==> src/design/serial_slave_consts.svh <==
`ifndef SERIAL_SLAVE_CONSTS_SVH
`define SERIAL_SLAVE_CONSTS_SVH

// Byte count and limit width
`define CNT_W 10
// Buffer address width
`define ADDR_W 16
// Last bit index inside a byte
`define LAST_BIT 3'h7
// Reset values
`define CNT_RST 10'h000
`define ADDR_RST 16'h0000
`define BYTE_RST 8'h00

`endif

==> src/design/serial_slave_pkg.sv <==
`include "serial_slave_consts.svh"

package serial_slave_pkg;

    // Semaphore holder
    typedef enum logic [1:0] {
        OWN_FREE = 2'h0,
        OWN_CPU = 2'h1,
        OWN_SLAVE = 2'h2
    } sem_owner_t;

    // Transaction progress
    typedef enum logic [1:0] {
        X_IDLE = 2'h0,
        X_GRANT = 2'h1,
        X_IGNORE = 2'h2,
        X_FINISH = 2'h3
    } xfer_state_t;

    // Serial format settings
    typedef struct packed {
        logic cpol;
        logic cpha;
        logic lsb_first;
    } spi_cfg_t;

    // Receive buffer write strobe
    typedef struct packed {
        logic en;
        logic [`ADDR_W-1:0] addr;
        logic [7:0] data;
    } dma_wr_t;

endpackage : serial_slave_pkg

==> src/design/serial_slave_unit.sv <==
// Contract
// - All four clock modes via polarity, phase
// - Shared settings persist across peer disable
// - Bytes beyond transmit limit send pad
// - Done event only after buffer access ends
// - CPU claims, waits grant, then hands back
// - Handback without CPU ownership does nothing
// - Ownership never blocks CPU buffer access
// - Enable gives CPU ownership, no event
// - Claim while CPU owns grants immediately
// - Lost semaphore ignores whole transaction
// - Simultaneous request goes to CPU
// - Granted: store MOSI, send transmit bytes
// - Granted end releases semaphore, raises done
// - Free semaphore regrants with same pointers
// - Shortcut passes semaphore to CPU after done
// - Claim during slave ownership is deferred
// - Shortcut plus claim serves one request
// - Receive overflow flags and drops bytes
// - Excess transmit sets flag, sends pad
// - Byte counts updated at granted end
// - Receive buffer full raises event
// - MISO released while not selected
// - Bit order zero MSB, one LSB
// - Phase picks sampling and shifting edge
`timescale 1ns/100ps
`default_nettype none
`include "serial_slave_consts.svh"

module serial_slave_unit
    import serial_slave_pkg::*;
(
    // Clock and reset
    input wire logic ref_clk,
    input wire logic reset,
    // Configuration
    input wire logic enable,
    input wire spi_cfg_t cfg,
    input wire logic [7:0] tx_pad_char,
    input wire logic [7:0] ignored_fill_char,
    input wire logic [`CNT_W-1:0] rx_byte_limit,
    input wire logic [`CNT_W-1:0] tx_byte_limit,
    input wire logic [`ADDR_W-1:0] rx_buffer_pointer,
    input wire logic [`ADDR_W-1:0] tx_buffer_pointer,
    input wire logic short_done_claim,
    // Tasks
    input wire logic claim_task,
    input wire logic handback_task,
    // Serial pins
    input wire logic csn_pin,
    input wire logic sck_pin,
    input wire logic mosi_pin,
    output logic miso_out,
    output logic miso_oe,
    // Buffer access
    output dma_wr_t rx_wr,
    output logic tx_rd_en,
    output logic [`ADDR_W-1:0] tx_rd_addr,
    input wire logic [7:0] tx_rd_data,
    // Events
    output logic acquired_event,
    output logic done_event,
    output logic rx_buffer_full_event,
    // Status
    output sem_owner_t sem_owner,
    output logic rx_overflow_flag,
    output logic tx_excess_flag,
    output logic [`CNT_W-1:0] rx_bytes_done,
    output logic [`CNT_W-1:0] tx_bytes_done
);

    logic [2:0] pin_meta_reg;
    logic [2:0] pin_sync_reg;
    logic sck_prev_reg;
    logic csn_prev_reg;
    xfer_state_t state_reg;
    logic [2:0] bit_cnt_reg;
    logic [7:0] rx_sr_reg;
    logic [7:0] tx_byte_reg;
    logic cur_pad_reg;
    logic [`CNT_W-1:0] rx_cnt_reg;
    logic [`CNT_W-1:0] tx_cnt_reg;
    logic claim_pend_reg;
    sem_owner_t owner_next;
    logic acq_next;
    logic pend_next;
    logic grant_now;

    // Two-stage synchronisers for csn, sck, mosi
    always_ff @(posedge ref_clk) begin
        pin_meta_reg <= {csn_pin, sck_pin, mosi_pin};
        pin_sync_reg <= pin_meta_reg;
    end

    wire csn_s = pin_sync_reg[2];
    wire sck_s = pin_sync_reg[1];
    wire mosi_s = pin_sync_reg[0];

    // Edge history of the synchronised sck and csn pins
    always_ff @(posedge ref_clk) begin
        if (reset) begin
            sck_prev_reg <= 1'b0;
            csn_prev_reg <= 1'b1;
        end else begin
            sck_prev_reg <= sck_s;
            csn_prev_reg <= csn_s;
        end
    end

    wire sck_toggle = sck_s != sck_prev_reg;
    wire lead_edge = sck_toggle & (sck_prev_reg == cfg.cpol);
    wire trail_edge = sck_toggle & (sck_s == cfg.cpol);
    wire cs_fall = enable & csn_prev_reg & ~csn_s;
    wire cs_rise = ~csn_prev_reg & csn_s;
    wire granted = state_reg == X_GRANT;
    wire active = granted | (state_reg == X_IGNORE);
    wire sample_edge = active & (cfg.cpha ? trail_edge : lead_edge);
    wire byte_done = sample_edge & (bit_cnt_reg == `LAST_BIT);
    wire [7:0] rx_byte = cfg.lsb_first ? {mosi_s, rx_sr_reg[7:1]}
                                       : {rx_sr_reg[6:0], mosi_s};
    wire [2:0] tx_idx = cfg.lsb_first ? bit_cnt_reg
                                      : `LAST_BIT - bit_cnt_reg;
    wire start_any = (state_reg == X_IDLE) & cs_fall;
    wire grant_path = start_any ? grant_now : granted;
    wire load_pt = start_any | byte_done;
    wire [`CNT_W-1:0] tx_cnt_next = start_any ? `CNT_RST
        : tx_cnt_reg + `CNT_W'({9'h000, ~cur_pad_reg});
    wire fetch = load_pt & grant_path & (tx_cnt_next < tx_byte_limit);
    wire rx_room = rx_cnt_reg < rx_byte_limit;
    wire rx_store = byte_done & granted & rx_room;
    // done waits for the write strobe to drain
    wire end_now = (state_reg == X_FINISH) & ~rx_wr.en;

    // Semaphore arbitration
    always_comb begin
        owner_next = sem_owner;
        acq_next = 1'b0;
        pend_next = claim_pend_reg;
        grant_now = 1'b0;
        if (!enable) begin
            // enable hands CPU the semaphore silently
            owner_next = OWN_CPU;
            pend_next = 1'b0;
        end else begin
            unique case (sem_owner)
                OWN_CPU: begin
                    if (claim_task) begin
                        acq_next = 1'b1;
                    end else if (handback_task) begin
                        owner_next = OWN_FREE;
                    end
                end
                OWN_FREE: begin
                    if (claim_task) begin
                        owner_next = OWN_CPU;
                        acq_next = 1'b1;
                    end else if (cs_fall) begin
                        owner_next = OWN_SLAVE;
                        grant_now = 1'b1;
                    end
                end
                OWN_SLAVE: begin
                    if (claim_task) begin
                        pend_next = 1'b1;
                    end
                    if (end_now) begin
                        pend_next = 1'b0;
                        if (short_done_claim | claim_pend_reg
                            | claim_task) begin
                            owner_next = OWN_CPU;
                            acq_next = 1'b1;
                        end else begin
                            owner_next = OWN_FREE;
                        end
                    end
                end
                default: begin
                    owner_next = OWN_CPU;
                end
            endcase
        end
    end

    // handback ignored unless CPU holds it
    always_ff @(posedge ref_clk) begin
        if (reset) begin
            sem_owner <= OWN_CPU;
            claim_pend_reg <= 1'b0;
            acquired_event <= 1'b0;
        end else begin
            sem_owner <= owner_next;
            claim_pend_reg <= pend_next;
            acquired_event <= acq_next;
        end
    end

    always_ff @(posedge ref_clk) begin
        if (reset || !enable) begin
            state_reg <= X_IDLE;
        end else begin
            unique case (state_reg)
                X_IDLE: begin
                    if (cs_fall) begin
                        state_reg <= grant_now ? X_GRANT : X_IGNORE;
                    end
                end
                X_GRANT: begin
                    if (cs_rise) begin
                        state_reg <= X_FINISH;
                    end
                end
                X_IGNORE: begin
                    if (cs_rise) begin
                        state_reg <= X_IDLE;
                    end
                end
                X_FINISH: begin
                    if (end_now) begin
                        state_reg <= X_IDLE;
                    end
                end
            endcase
        end
    end

    // Bit counter and receive shifter
    always_ff @(posedge ref_clk) begin
        if (reset || start_any) begin
            bit_cnt_reg <= 3'h0;
            rx_sr_reg <= `BYTE_RST;
        end else if (sample_edge) begin
            bit_cnt_reg <= bit_cnt_reg + 3'h1;
            rx_sr_reg <= rx_byte;
        end
    end

    always_ff @(posedge ref_clk) begin
        if (reset) begin
            tx_rd_en <= 1'b0;
            tx_rd_addr <= `ADDR_RST;
            tx_byte_reg <= `BYTE_RST;
            cur_pad_reg <= 1'b0;
        end else begin
            tx_rd_en <= fetch;
            if (fetch) begin
                tx_rd_addr <= tx_buffer_pointer + `ADDR_W'(tx_cnt_next);
            end
            if (tx_rd_en) begin
                tx_byte_reg <= tx_rd_data;
            // pad beyond limit, fill if ignored
            end else if (load_pt && !fetch) begin
                tx_byte_reg <= grant_path ? tx_pad_char
                                          : ignored_fill_char;
            end
            if (load_pt) begin
                cur_pad_reg <= grant_path & ~fetch;
            end
        end
    end

    always_ff @(posedge ref_clk) begin
        if (reset) begin
            miso_out <= 1'b0;
            miso_oe <= 1'b0;
        end else begin
            miso_out <= tx_byte_reg[tx_idx];
            miso_oe <= enable & ~csn_s;
        end
    end

    always_ff @(posedge ref_clk) begin
        if (reset) begin
            rx_wr <= '0;
            rx_cnt_reg <= `CNT_RST;
            tx_cnt_reg <= `CNT_RST;
            rx_overflow_flag <= 1'b0;
            tx_excess_flag <= 1'b0;
            rx_buffer_full_event <= 1'b0;
        end else begin
            rx_wr.en <= rx_store;
            rx_wr.addr <= rx_buffer_pointer + `ADDR_W'(rx_cnt_reg);
            rx_wr.data <= rx_byte;
            rx_buffer_full_event <= rx_store
                & (rx_cnt_reg + `CNT_W'(1) == rx_byte_limit);
            if (start_any && grant_now) begin
                rx_cnt_reg <= `CNT_RST;
                tx_cnt_reg <= `CNT_RST;
                rx_overflow_flag <= 1'b0;
                tx_excess_flag <= 1'b0;
            end else if (byte_done && granted) begin
                tx_cnt_reg <= tx_cnt_next;
                if (rx_room) begin
                    rx_cnt_reg <= rx_cnt_reg + `CNT_W'(1);
                end else begin
                    rx_overflow_flag <= 1'b1;
                end
                if (cur_pad_reg) begin
                    tx_excess_flag <= 1'b1;
                end
            end
        end
    end

    // counts published, done raised at end
    always_ff @(posedge ref_clk) begin
        if (reset) begin
            done_event <= 1'b0;
            rx_bytes_done <= `CNT_RST;
            tx_bytes_done <= `CNT_RST;
        end else begin
            done_event <= end_now;
            if (end_now) begin
                rx_bytes_done <= rx_cnt_reg;
                tx_bytes_done <= tx_cnt_reg;
            end
        end
    end
endmodule : serial_slave_unit

`default_nettype wire

==> config.mk <==
export PLATFORM = sky130hd
export DESIGN_NAME = serial_slave_unit
export DESIGN_NICKNAME = d
export VERILOG_FILES = /design/src/design/serial_slave_pkg.sv /design/src/design/serial_slave_unit.sv
export VERILOG_INCLUDE_DIRS = /design/src /design/src/design
export SDC_FILE = /design/constraint.sdc
export NUM_CORES = 1
export LEC_CHECK = 0
export BUFFER_PORTS_ARGS = -buffer_cell sky130_fd_sc_hd__clkbuf_2
export CORE_ASPECT_RATIO = 1.4
export CORE_MARGIN = 8
export CORE_UTILIZATION = 49
export DETAILED_ROUTE_END_ITERATION = 10
export PLACE_DENSITY = 0.86
export SYNTH_ARGS = -nofsm -noshare
export SYNTH_HDL_FRONTEND = slang
export SYNTH_SLANG_ARGS = --single-unit
export TNS_END_PERCENT = 100
==> constraint.sdc <==
create_clock -name ref_clk -period 3.6 [get_ports ref_clk]
set_clock_uncertainty 0.1 [all_clocks]
set_input_delay 0.72 -clock ref_clk [delete_from_list [all_inputs] [get_ports ref_clk]]
set_output_delay 0.72 -clock ref_clk [all_outputs]
set_load 0.02 [all_outputs]
* After elaboration in Yosys (flattened, before gate mapping)
Cells that the tools add are included.
** Storage, ports and cells
- Memories :: 0
- Bits in latches :: 0
- Output and inout bits :: 71
- Word-level logic and storage cells :: 134
- Memory bits (writable) :: 0
- Input bits :: 88
- Flip-flop bits (word level) :: 122
- Memory bits (read-only) :: 0
** Cells by class
- Order comparisons :: 3
- Div/mod/pow operators :: 0
- Bitwise logic cells :: 27
- $add $sub $neg :: 6
- Reduce and logical (&&, ||, !) cells :: 20
- Multiply operators :: 0
- Muxes and demuxes :: 33
- Eq/ne operators :: 18
- Shift operators :: 0
** Operators by type and width (count)
- adder 16 x 10 -> 16 bit :: 2
- two-way mux 8 bit :: 4
- less-than comparator 10 bit :: 2
- two-way mux 2 bit :: 10
- bitwise AND 1 bit :: 16
- != test 2 bit (second input constant) :: 7
- two-way mux 1 bit :: 13
- adder 10 x 1 -> 10 bit :: 1
- adder 10 x 1 -> 10 bit (second input constant) :: 1
- equality test 10 bit :: 1
- two-way mux 10 bit :: 1
- case mux 2 bit (4 select lines) :: 1
- AND reduction 2 bit :: 4
- AND reduction 4 bit :: 2
- NOT 1 bit :: 7
- equality test 2 bit (second input constant) :: 3
- case mux 2 bit (3 select lines) :: 1
- OR reduction 2 bit :: 3
- equality test 2 x 1 -> 1 bit (second input constant) :: 2
- zero test 2 bit :: 2
- less-than comparator 3 x 4 -> 1 bit (second input constant) :: 1
- bitwise OR 1 bit :: 4
- nonzero test 2 bit :: 2
- adder 3 x 1 -> 3 bit (second input constant) :: 1
- other kinds (11) :: 16

* Longest topological paths before layout
Gate-level depths: netlist of the first run.
- Depth after elaboration :: 13
- Gate-level depth with buffers :: 17
- Depth with buffers taken out :: 15

* Worst setup path after synthesis of the first run
OpenSTA, ideal clock, no wires.
- Kind :: register to register
- Start :: reg cur_pad_reg
- End :: reg tx_rd_addr[9]
- Stages on the path, launching flop included :: 18
- Buffers on the path :: 2
- Setup time :: 0.128 ns
- Path slack :: 0.214 ns
- Required time :: 3.372 ns
- Period minus slack after synthesis :: 3.386 ns
- Data arrival time :: 3.158 ns
- Path through :: dfxtp_1 > inv_1 > ha_1 > ha_1 > nand3_1 > or3_1 > xor2_1 > nor2_1 > ha_1 > nor3_1 > nor3_1 > a221oi_2 > maj3_2 > and2_4 > buf_12 > buf_12 > mux2i_1 > nor2_1
** Between the ends
- Word-level cells in the longest chain between the ends :: 5
- Elaborated cells between the ends (all ways) :: 6
- Those cells by class :: add/sub: 2; order compare: 1; mux: 1; bitwise: 2
** Ends and longest elaborated chain
- start: declaration :: RTL line serial_slave_unit.sv:80 : logic cur_pad_reg;
- start signal: assignment :: RTL line serial_slave_unit.sv:256 : cur_pad_reg <= grant_path & ~fetch;
- NOT 1 bit (*) :: RTL line serial_slave_unit.sv:127 : : tx_cnt_reg + `CNT_W'({9'h000, ~cur_pad_reg});
- adder 10 x 1 -> 10 bit (*) :: RTL line serial_slave_unit.sv:127
- two-way mux 10 bit (*) :: RTL line serial_slave_unit.sv:126 : wire [`CNT_W-1:0] tx_cnt_next = start_any ? `CNT_RST
- named net tx_cnt_next[6] :: RTL line serial_slave_unit.sv:126
- branches (longest 2 deep; another with adder 16 x 10 -> 16 bit)
- end signal: assignment :: RTL line serial_slave_unit.sv:240 : tx_rd_addr <= `ADDR_RST;
- end signal: assignment :: RTL line serial_slave_unit.sv:246 : tx_rd_addr <= tx_buffer_pointer + `ADDR_W'(tx_cnt_next);
- end: declaration :: RTL line serial_slave_unit.sv:58 : output logic [`ADDR_W-1:0] tx_rd_addr,
Mark *: on every way through the listed nets, which the timed path passes.
A chain may end at the register's enable or synchronous reset.

* Worst setup path after layout of the first run
- Start :: reg cur_pad_reg
- End :: reg tx_rd_addr[4]
** Between the ends
- Word-level cells in the longest chain between the ends :: 5
- Elaborated cells between the ends (all ways) :: 6
- Those cells by class :: add/sub: 2; order compare: 1; mux: 1; bitwise: 2
** Ends and longest elaborated chain
- NOT 1 bit :: RTL line serial_slave_unit.sv:127
- adder 10 x 1 -> 10 bit :: RTL line serial_slave_unit.sv:127
- two-way mux 10 bit :: RTL line serial_slave_unit.sv:126
- named net tx_cnt_next[7] :: RTL line serial_slave_unit.sv:126
- less-than comparator 10 bit :: RTL line serial_slave_unit.sv:128 : wire fetch = load_pt & grant_path & (tx_cnt_next < tx_byte_limit);
- bitwise AND 1 bit :: RTL line serial_slave_unit.sv:128
The timed path passes the listed nets, and every way through them passes these cells.

==> results of run 1 <==
worst paths after layout:
| kind | start | end | slack (ns) | cells past startpoint |
|---|---|---|---|---|
| setup / recovery | cur_pad_reg | tx_rd_addr[4] | 0.13 | 17 |
| hold / removal | pin_meta_reg[0] | pin_sync_reg[0] | 0.23 | 0 |
| setup reg to reg | cur_pad_reg | tx_rd_addr[4] | 0.13 | 17 |
| hold reg to reg | pin_meta_reg[0] | pin_sync_reg[0] | 0.23 | 0 |
layer usage:
metal / GRT usage / vias up / wire, microns
met3: 0.0380 / 24 / 732
li1: - / 3021 / -
met5: 0 / - / 0
met1: 0.211 / 2846 / 6990
met2: 0.355 / 150 / 9310
met4: 0.0713 / 0 / 328
power breakdown:
group / switching, W / leakage, nW / internal (W)
Clock: 0.000623 / 0.293 / 0.00111
Sequential: 0.0000133 / 0.992 / 0.00138
Combinational: 0.000163 / 2.39 / 0.000126
Total: 0.000800 / 3.68 / 0.00261
placed cells by master (no fill, tap or decap), drive strengths merged, types with 7 or more instances in the layout:
cell / instances
a211oi: 14
nor4: 9
clkbuf: 176
xor2: 12
nand2: 89
nor2b: 11
o21ai: 34
a21oi: 65
xnor2: 41
a21o: 7
mux2i: 38
dfxtp: 122
buf: 24
nor3: 13
ha: 46
inv: 37
nand3: 15
o21a: 7
nor2: 112
nand2b: 11
timing repair:
action	4_1_cts	5_1_grt
buffers inserted	0	6
hold endpoints to repair	0	0
setup endpoints to repair	0	20
resized for setup	0	17
hold buffers	0	0
final cells by class:
type / count / share of cell area
multi-input combinational: 594 / 0.472
sequential: 122 / 0.292
timing repair buffer: 182 / 0.120
clock buffer: 18 / 0.0525
tap: 182 / 0.0272
clock inverter: 14 / 0.0205
inverter: 35 / 0.0157
synthesized netlist by cell type, types with 4 or more instances:
master,number,area share
sky130_fd_sc_hd__xor2_1,12,0.016
sky130_fd_sc_hd__a21oi_1,65,0.049
sky130_fd_sc_hd__or3_1,6,0.0056
sky130_fd_sc_hd__inv_1,35,0.020
sky130_fd_sc_hd__nor3_1,13,0.0098
sky130_fd_sc_hd__mux2_2,4,0.0068
sky130_fd_sc_hd__and3_1,5,0.0047
sky130_fd_sc_hd__nor2_1,105,0.059
sky130_fd_sc_hd__nor2b_1,11,0.010
sky130_fd_sc_hd__nand2b_1,11,0.010
sky130_fd_sc_hd__nand3_1,14,0.011
sky130_fd_sc_hd__a211oi_2,7,0.013
sky130_fd_sc_hd__nand2_1,89,0.050
sky130_fd_sc_hd__o211ai_1,4,0.0045
sky130_fd_sc_hd__a211oi_1,7,0.0079
sky130_fd_sc_hd__clkbuf_1,24,0.014
sky130_fd_sc_hd__mux2i_1,38,0.057
sky130_fd_sc_hd__buf_1,4,0.0023
sky130_fd_sc_hd__o21bai_1,6,0.0068
sky130_fd_sc_hd__xnor2_1,41,0.054
sky130_fd_sc_hd__nor2_2,7,0.0066
sky130_fd_sc_hd__ha_1,46,0.086
sky130_fd_sc_hd__nand4_1,5,0.0047
sky130_fd_sc_hd__nor4_1,8,0.0075
sky130_fd_sc_hd__o21a_1,7,0.0079
sky130_fd_sc_hd__dfxtp_1,122,0.37
sky130_fd_sc_hd__o21ai_0,34,0.026
sky130_fd_sc_hd__a21o_1,7,0.0079
cell families (layout without fill, tap and decap cells):
kind of cell / after synthesis / in the layout / share of synthesized area
adder cells (fa/ha/maj): 50 / 50 / 0.0959
buffers and inverters: 70 / 249 / 0.0494
AND/OR/NAND/NOR: 295 / 295 / 0.209
XOR/XNOR: 53 / 53 / 0.0697
multiplexers: 42 / 42 / 0.0639
flip-flops: 122 / 122 / 0.367
AO/OA/AOI/OAI: 154 / 154 / 0.145
per-stage QoR:
stage          TNS [ns]  setup WS (ns)  cell area (sq um)  instances  hold slack, ns
5_1_grt          -0.105        -0.0298               8370       1147           0.233
2_1_floorplan         0          0.214               6660        786           0.210
3_3_place_gp          0          0.112               7620       1108           0.214
3_5_place_dp          0         0.0237               7620       1108           0.215
4_1_cts               0         0.0249               8230       1140           0.229
6_report              0          0.134               8370       1147           0.226
worst max-delay path, stage by stage, from the launching register on:
cell                       delay, ns
sky130_fd_sc_hd__dfxtp_1        0.31
sky130_fd_sc_hd__inv_1          0.08
sky130_fd_sc_hd__ha_2           0.21
sky130_fd_sc_hd__buf_4          0.12
sky130_fd_sc_hd__nand3_4        0.10
sky130_fd_sc_hd__nor2_2         0.16
sky130_fd_sc_hd__and3_1         0.18
sky130_fd_sc_hd__xnor2_1        0.13
sky130_fd_sc_hd__nor2_2         0.08
sky130_fd_sc_hd__ha_1           0.33
sky130_fd_sc_hd__a211oi_2       0.26
sky130_fd_sc_hd__o211ai_1       0.14
sky130_fd_sc_hd__a221oi_2       0.25
sky130_fd_sc_hd__maj3_2         0.26
sky130_fd_sc_hd__and2_4         0.24
sky130_fd_sc_hd__buf_6          0.14
sky130_fd_sc_hd__mux2i_1        0.19
sky130_fd_sc_hd__nor2_1         0.05
==> reports/results.txt, run 1 <==
The areal power density over the cells came out at 408 mW/mm^2. The detailed router finished its first iteration with 288 violations. At the worst endpoint, the arrival time is 3.65 ns.

The final hold violation count is 0. The run gives 0.377 as the headroom to the max-slew limit. Measured along the x axis, the die boundary spans 114 microns.

Dividing the detail-routed wire length by the instance count gives 15.1 microns. STA classifies the critical path endpoint as a flop. The logs give 5957 for the number of global-route vias before repair and 0.367 for the proportion of synthesized chip area in sequential cells.

The run finished with clean final reports. The share of the clock period used by the worst path is 0.963, and the largest net degree at the start of global routing is 34. The tree built by TritonCTS fans out to 122 sinks. The routed design could run at a clock period as short as 3.47 ns. Across the run, the number of max-cap violations was 0. The number of levels in the clock H-tree is 4. For the worst setup path, the data required time is 3.78 ns. The detailed router placed 6041 vias in this run. Buffer type at the clock tree root: sky130_fd_sc_hd__clkbuf_16.

Area of combinational cells with multiple inputs: 0.00395 sq mm. The global-route usage over all layers was 0.193; the first-pass GRT wire length was 27900 microns. The total of buffers placed on input and output ports is 158, and the die extent in y is 154 microns. The HPWL after detailed placement is 13600 microns. The congestion estimate from routability-driven global placement came to 0.893. The setup path with the least slack is of type reg2reg.

The count of flip-flops with a built-in enable after synthesis is 0. For this run, the leading register cell type out of synthesis is sky130_fd_sc_hd__dfxtp_1. TritonCTS built the clock tree. The register with the most flip-flops in the layout has 25 of them.

Dividing the detail-routed via count by the number of cells gives 5.27. The number of synthesis warnings is 0, and the ratio of cells with drive above 1 in the final layout is 0.268. In the routed design, unresolved DRC markers number 0. The total core area is 0.0133 sq mm, and the placement row count is 50.

The logs give 0.40 ns for the later-pin clock latency in the skew report and 0.00244 sq mm for the register area. Synthesized netlist net count: 922. In this run the remaining antenna-violating nets after routing total 0. The clock-pin slew on the worst setup and hold paths is 0.06 ns, and the post-synthesis cell count is 786. For the total die area, the log shows 0.0176 sq mm. For the total chip power, the log shows 0.00341 W. For the initial standard-cell utilization of the core, the log shows 0.499. The final core area utilization came out at 0.628. The worst-case clock buffer depth was 2; the max-slew violation count was 0. The post-synthesis area per instance is 8.47 sq um. The register with the most flip-flops in the final layout is rx_wr. For this run, the detailed router's first-pass iteration total came to 4.

The tools report the final net count as 1088. The final-layout fill cell count is 1076, and the combined area of all synthesized cells is 0.00666 sq mm. The measured slew at the worst slew-check pin is 0.934 ns, and the number of top-level pins is 159. Summed over all layers, the routed wires come to 17400 microns. The proportion of register bits with asynchronous set or reset after synthesis came out at 0.

The number of antenna violations at the first check in global routing is 0, and the number of buffers created by CTS is 17. The repair_antennas step left the layout with diodes totalling 0. IR analysis of the VDD net gives a maximum drop of 306 uV. Synthesis instantiated 61 different standard cells from the library. Static timing analysis puts the maximum clock frequency at 289 MHz.

Leakage component of the power: 3.68 nW. The largest registers in the layout are rx_wr (25), tx_rd_addr (16). Along the worst path, the maximum fanout reaches 8.

The number of setup violations in the final report came out at 0. The relative area change from synthesis to final layout is 25.8%. The worst hold path class is reg2reg. The total overflow left after global routing is 0. The critical path launch point type was a flop. The synthesized flop and latch total works out to 122.
Note: power is estimated with default switching activity, not from simulation.
==> run 2: changes to the inputs <==
--- a/config.mk
+++ b/config.mk
@@ -6,11 +6,13 @@
 export SDC_FILE = /design/constraint.sdc
 export NUM_CORES = 1
 export LEC_CHECK = 0
+export ABC_AREA = 1
 export BUFFER_PORTS_ARGS = -buffer_cell sky130_fd_sc_hd__clkbuf_2
 export CORE_ASPECT_RATIO = 1.4
 export CORE_MARGIN = 8
 export CORE_UTILIZATION = 49
 export DETAILED_ROUTE_END_ITERATION = 10
+export MAX_ROUTING_LAYER = met4
 export PLACE_DENSITY = 0.86
 export SYNTH_ARGS = -nofsm -noshare
 export SYNTH_HDL_FRONTEND = slang
==> reports/results.txt, run 2 <==
Combinational family with the most area after synthesis: simple AND/OR/NAND/NOR gates. In the final layout, the registers with the most flip-flops are rx_wr (25), tx_rd_addr (16). Along the worst hold path, the cell count comes to 0. Pin placement for this block handled 159 I/O pins.

The number of synthesis warnings is 0. The total of hold buffers inserted after clock tree synthesis is 0. The tools report the number of iterations in the first detailed-routing pass as 5. Once the clock tree was built, the setup fixing pass inserted 0 buffers. The core region is 0.0132 sq mm. The buffer type at the clock tree root is sky130_fd_sc_hd__clkbuf_16.

After detailed routing, the number of remaining DRC violations is 0. The number of max-capacitance violations reported is 0. For the total die area, the log shows 0.0173 sq mm.

The most instantiated library cell after synthesis is sky130_fd_sc_hd__nand2_1. Synthesized-area fraction occupied by ao, oa, aoi and oai cells: 0.182. The minimum clock period works out to 3.28 ns. The first global-routing pass estimated 29700 microns of wire.

Counting flops with a built-in enable in the synthesized netlist gives 0. The register with the most flip-flops in the layout has 25 of them. The number of global-route vias before repair is 6479, and the share of the clock period used by the worst path is 0.911. At the pin with the least slew margin, the transition time is 1.17 ns. The main flop type after synthesis is sky130_fd_sc_hd__dfxtp_1.

The tools report the number of antenna violations at the first check in global routing as 0. Summed over all nets, the half-perimeter wirelength after detailed placement is 14000 microns. The largest register by flop count is rx_wr.

For this design the total switching power over the nets is 0.000806 W. In this run, CTS created clock tree buffers numbering 17. For the global-route usage over all layers, the log shows 0.218. The routability-driven placement congestion ratio came out at 0.943. Of all nets on the critical path, the largest fanout is 16. The tools report the critical path launch point type as a flop.

The total of buffers placed on input and output ports was 158; the later-pin clock latency in the skew report was 0.41 ns. The flow ran to the end, and the final reports show no timing, DRC or antenna violations. STA puts the critical path data arrival time at 3.48 ns. In this run, the number of DRC markers left after iteration 0 of detailed routing was 382. The share of synthesized area spent on multiplexers came out at 0.00154.

The xor and xnor area share after synthesis is 0.0323. Upper clock frequency limit: 305 MHz. The worst-case IR drop observed on VDD is 304 uV. The internal portion of the total power is 0.00274 W. Yosys attributes the largest share of cell area to sky130_fd_sc_hd__dfxtp_1 38%, sky130_fd_sc_hd__nand2_1 9.7%, sky130_fd_sc_hd__ha_1 8.8%. Hold timing on the final database bottoms out at a slack of 0.225 ns. The path type of the worst setup path is reg2reg.

The die width is 113 microns, and the initial standard-cell utilization of the core is 0.493. The logs give 0.00650 sq mm for the combined area of all synthesized cells and 0 ns for the aggregate negative setup slack. The total congestion overflow after global routing was 0. Leaving out fill and tap cells, the most frequent cell in the layout is sky130_fd_sc_hd__nand2_1. After clock tree synthesis, the clock-pin slew on the worst setup and hold paths is 0.06 ns. The simple-gate share of the synthesized area was 0.225; the part of the power in combinational logic was 0.094. For the required time at the endpoint of the critical path, the log shows 3.80 ns. The largest net degree at the start of global routing was 33. The tools report the proportion of synthesized chip area in sequential cells as 0.375. Leaving out fill and tap cells, the most frequent cells in the layout are 168 x sky130_fd_sc_hd__nand2_1, 158 x sky130_fd_sc_hd__clkbuf_2, 122 x sky130_fd_sc_hd__dfxtp_1. Setup repair after global routing left no endpoint under its margin. The worst hold path class was reg2reg.

The max-slew violation count is 0, and the number of different library cells in the post-synthesis netlist is 45. The final route contains 6377 vias. The logs give 0.612 for the final core area utilization and 0.510 for the clock group share of total power. After detailed routing, the number of vias per cell comes to 5.11. The number of gates resized after CTS was 0.

The area growth from synthesis to layout is 24.2%. The routed design has 18200 microns of wire. The number of levels in the clock H-tree came out at 4.

The per-cell routed wire length was 14.6 microns. Fraction of synthesized cell area taken by the top area cell type: 0.375. The largest total area in the synthesized netlist belongs to sky130_fd_sc_hd__dfxtp_1.

The run gives 0.216 as the headroom to the max-slew limit. TritonCTS built the clock tree. A synthesized cell averages 7.26 sq um.

The tree built by TritonCTS fans out to 122 sinks. The relative contribution of sequential cells to total power is 0.397, and the post-synthesis cell count is 896. The number of antenna diodes in the final layout is 0. Final net count: 1191. No sink is reached through more buffers than the 2 on the longest clock path. The placement row count was 50. The tools report the leakage component of the power as 4.10 nW. The arithmetic-cell share of the synthesized area counting full adders, half adders and majority gates is 0.0946, and the logic depth of the worst register-to-register path is 18. The switching power share of the total works out to 0.228. Counting flops and latches in the post-synthesis netlist gives 122. The ratio of cells with drive above 1 in the final layout works out to 0.216. The die extent in y is 152 microns. Synthesis produced a netlist with a net count of 1032. Counting instances in the post-synthesis netlist gives the leading cell types as 168 x sky130_fd_sc_hd__nand2_1, 122 x sky130_fd_sc_hd__dfxtp_1, 115 x sky130_fd_sc_hd__inv_1, 98 x sky130_fd_sc_hd__nor2_1, 97 x sky130_fd_sc_hd__a21oi_1. The final antenna-violating net count came out at 0. The tools report the critical path capture point type as a flop. The proportion of register bits with asynchronous set or reset after synthesis is 0, and the final hold violation count is 0. For the number of setup violations in the final report, the log shows 0. The areal power density over the cells is 438 mW/mm^2.
==> run 2: final cells by class <==
cell class / count / area, sq um
clock buffers: 23 / 488
clock inverters: 7 / 139
fillers: 1174 / 5120
inverters: 119 / 449
multi-input cells: 630 / 3490
flip-flops and latches: 122 / 2440
well taps: 182 / 228
repair buffers: 165 / 843
==> run 2: worst paths after layout <==
kind	startpoint	endpoint	slack, ns
worst max-delay path	cur_pad_reg	tx_byte_reg[4]	0.32
worst min-delay path	pin_meta_reg[2]	pin_sync_reg[2]	0.22
worst max register to register	cur_pad_reg	tx_byte_reg[4]	0.32
worst min register to register	pin_meta_reg[2]	pin_sync_reg[2]	0.22
==> run 2: through the flow <==
stage	setup WS, ns	cell area [sq um]	std cells	power, W
6_report	0.319	8080	1248	0.00354
3_5_place_dp	0.328	7450	1218	0.00176
3_3_place_gp	0.425	7450	1218	0.00175
4_1_cts	0.342	8080	1248	0.00357
2_1_floorplan	0.679	6500	896	0.00164
5_1_grt	0.0330	8080	1248	0.00368
==> run 2: kinds of logic (layout without fill, tap and decap cells) <==
family / Yosys count / count (layout)
DFF: 122 / 122
and+or+nand+nor: 340 / 340
xor gates and xnor gates: 24 / 24
AOI/OAI and AO/OA: 217 / 217
buffers and inverters: 144 / 314
muxes: 1 / 1
adders and majority gates: 48 / 48
==> run 2: routing by layer <==
layer | share of wire | vias to the layer above | routed length (microns) | track usage
met1 | 0.39 | 2894 | 7130 | 0.223
met5 | 0 | - | 0 | -
met4 | 0.037 | 0 | 675 | 0.114
met2 | 0.52 | 189 | 9410 | 0.381
li1 | - | 3245 | - | -
met3 | 0.052 | 49 | 948 | 0.0464
==> run 2: worst max-delay path, stage by stage, from the launching register on <==
cell and delay [ns]:
sky130_fd_sc_hd__dfxtp_1 0.32, sky130_fd_sc_hd__inv_1 0.06, sky130_fd_sc_hd__ha_1 0.19, sky130_fd_sc_hd__ha_1 0.18, sky130_fd_sc_hd__nand2_1 0.09, sky130_fd_sc_hd__nor2_1 0.20, sky130_fd_sc_hd__inv_1 0.09, sky130_fd_sc_hd__nor2_1 0.15
sky130_fd_sc_hd__a21oi_1 0.08, sky130_fd_sc_hd__a211oi_1 0.40, sky130_fd_sc_hd__ha_1 0.32, sky130_fd_sc_hd__inv_1 0.07, sky130_fd_sc_hd__o21bai_1 0.09, sky130_fd_sc_hd__a21boi_2 0.20, sky130_fd_sc_hd__nand3_4 0.14, sky130_fd_sc_hd__nand2_4 0.22
sky130_fd_sc_hd__nand3_1 0.11, sky130_fd_sc_hd__nand2_1 0.11, sky130_fd_sc_hd__nor2_1 0.04
==> run 2: power groups by stage <==
| stage | Clock [W] | Combinational [W] | Sequential (W) |
|---|---|---|---|
| CTS | 0.00184 | 0.000332 | 0.00140 |
| global route | 0.00190 | 0.000370 | 0.00141 |
| detailed placement | 0 | 0.000329 | 0.00143 |
| finish | 0.00180 | 0.000331 | 0.00141 |
| global placement | 0 | 0.000321 | 0.00143 |
| floorplan | 0 | 0.000181 | 0.00146 |
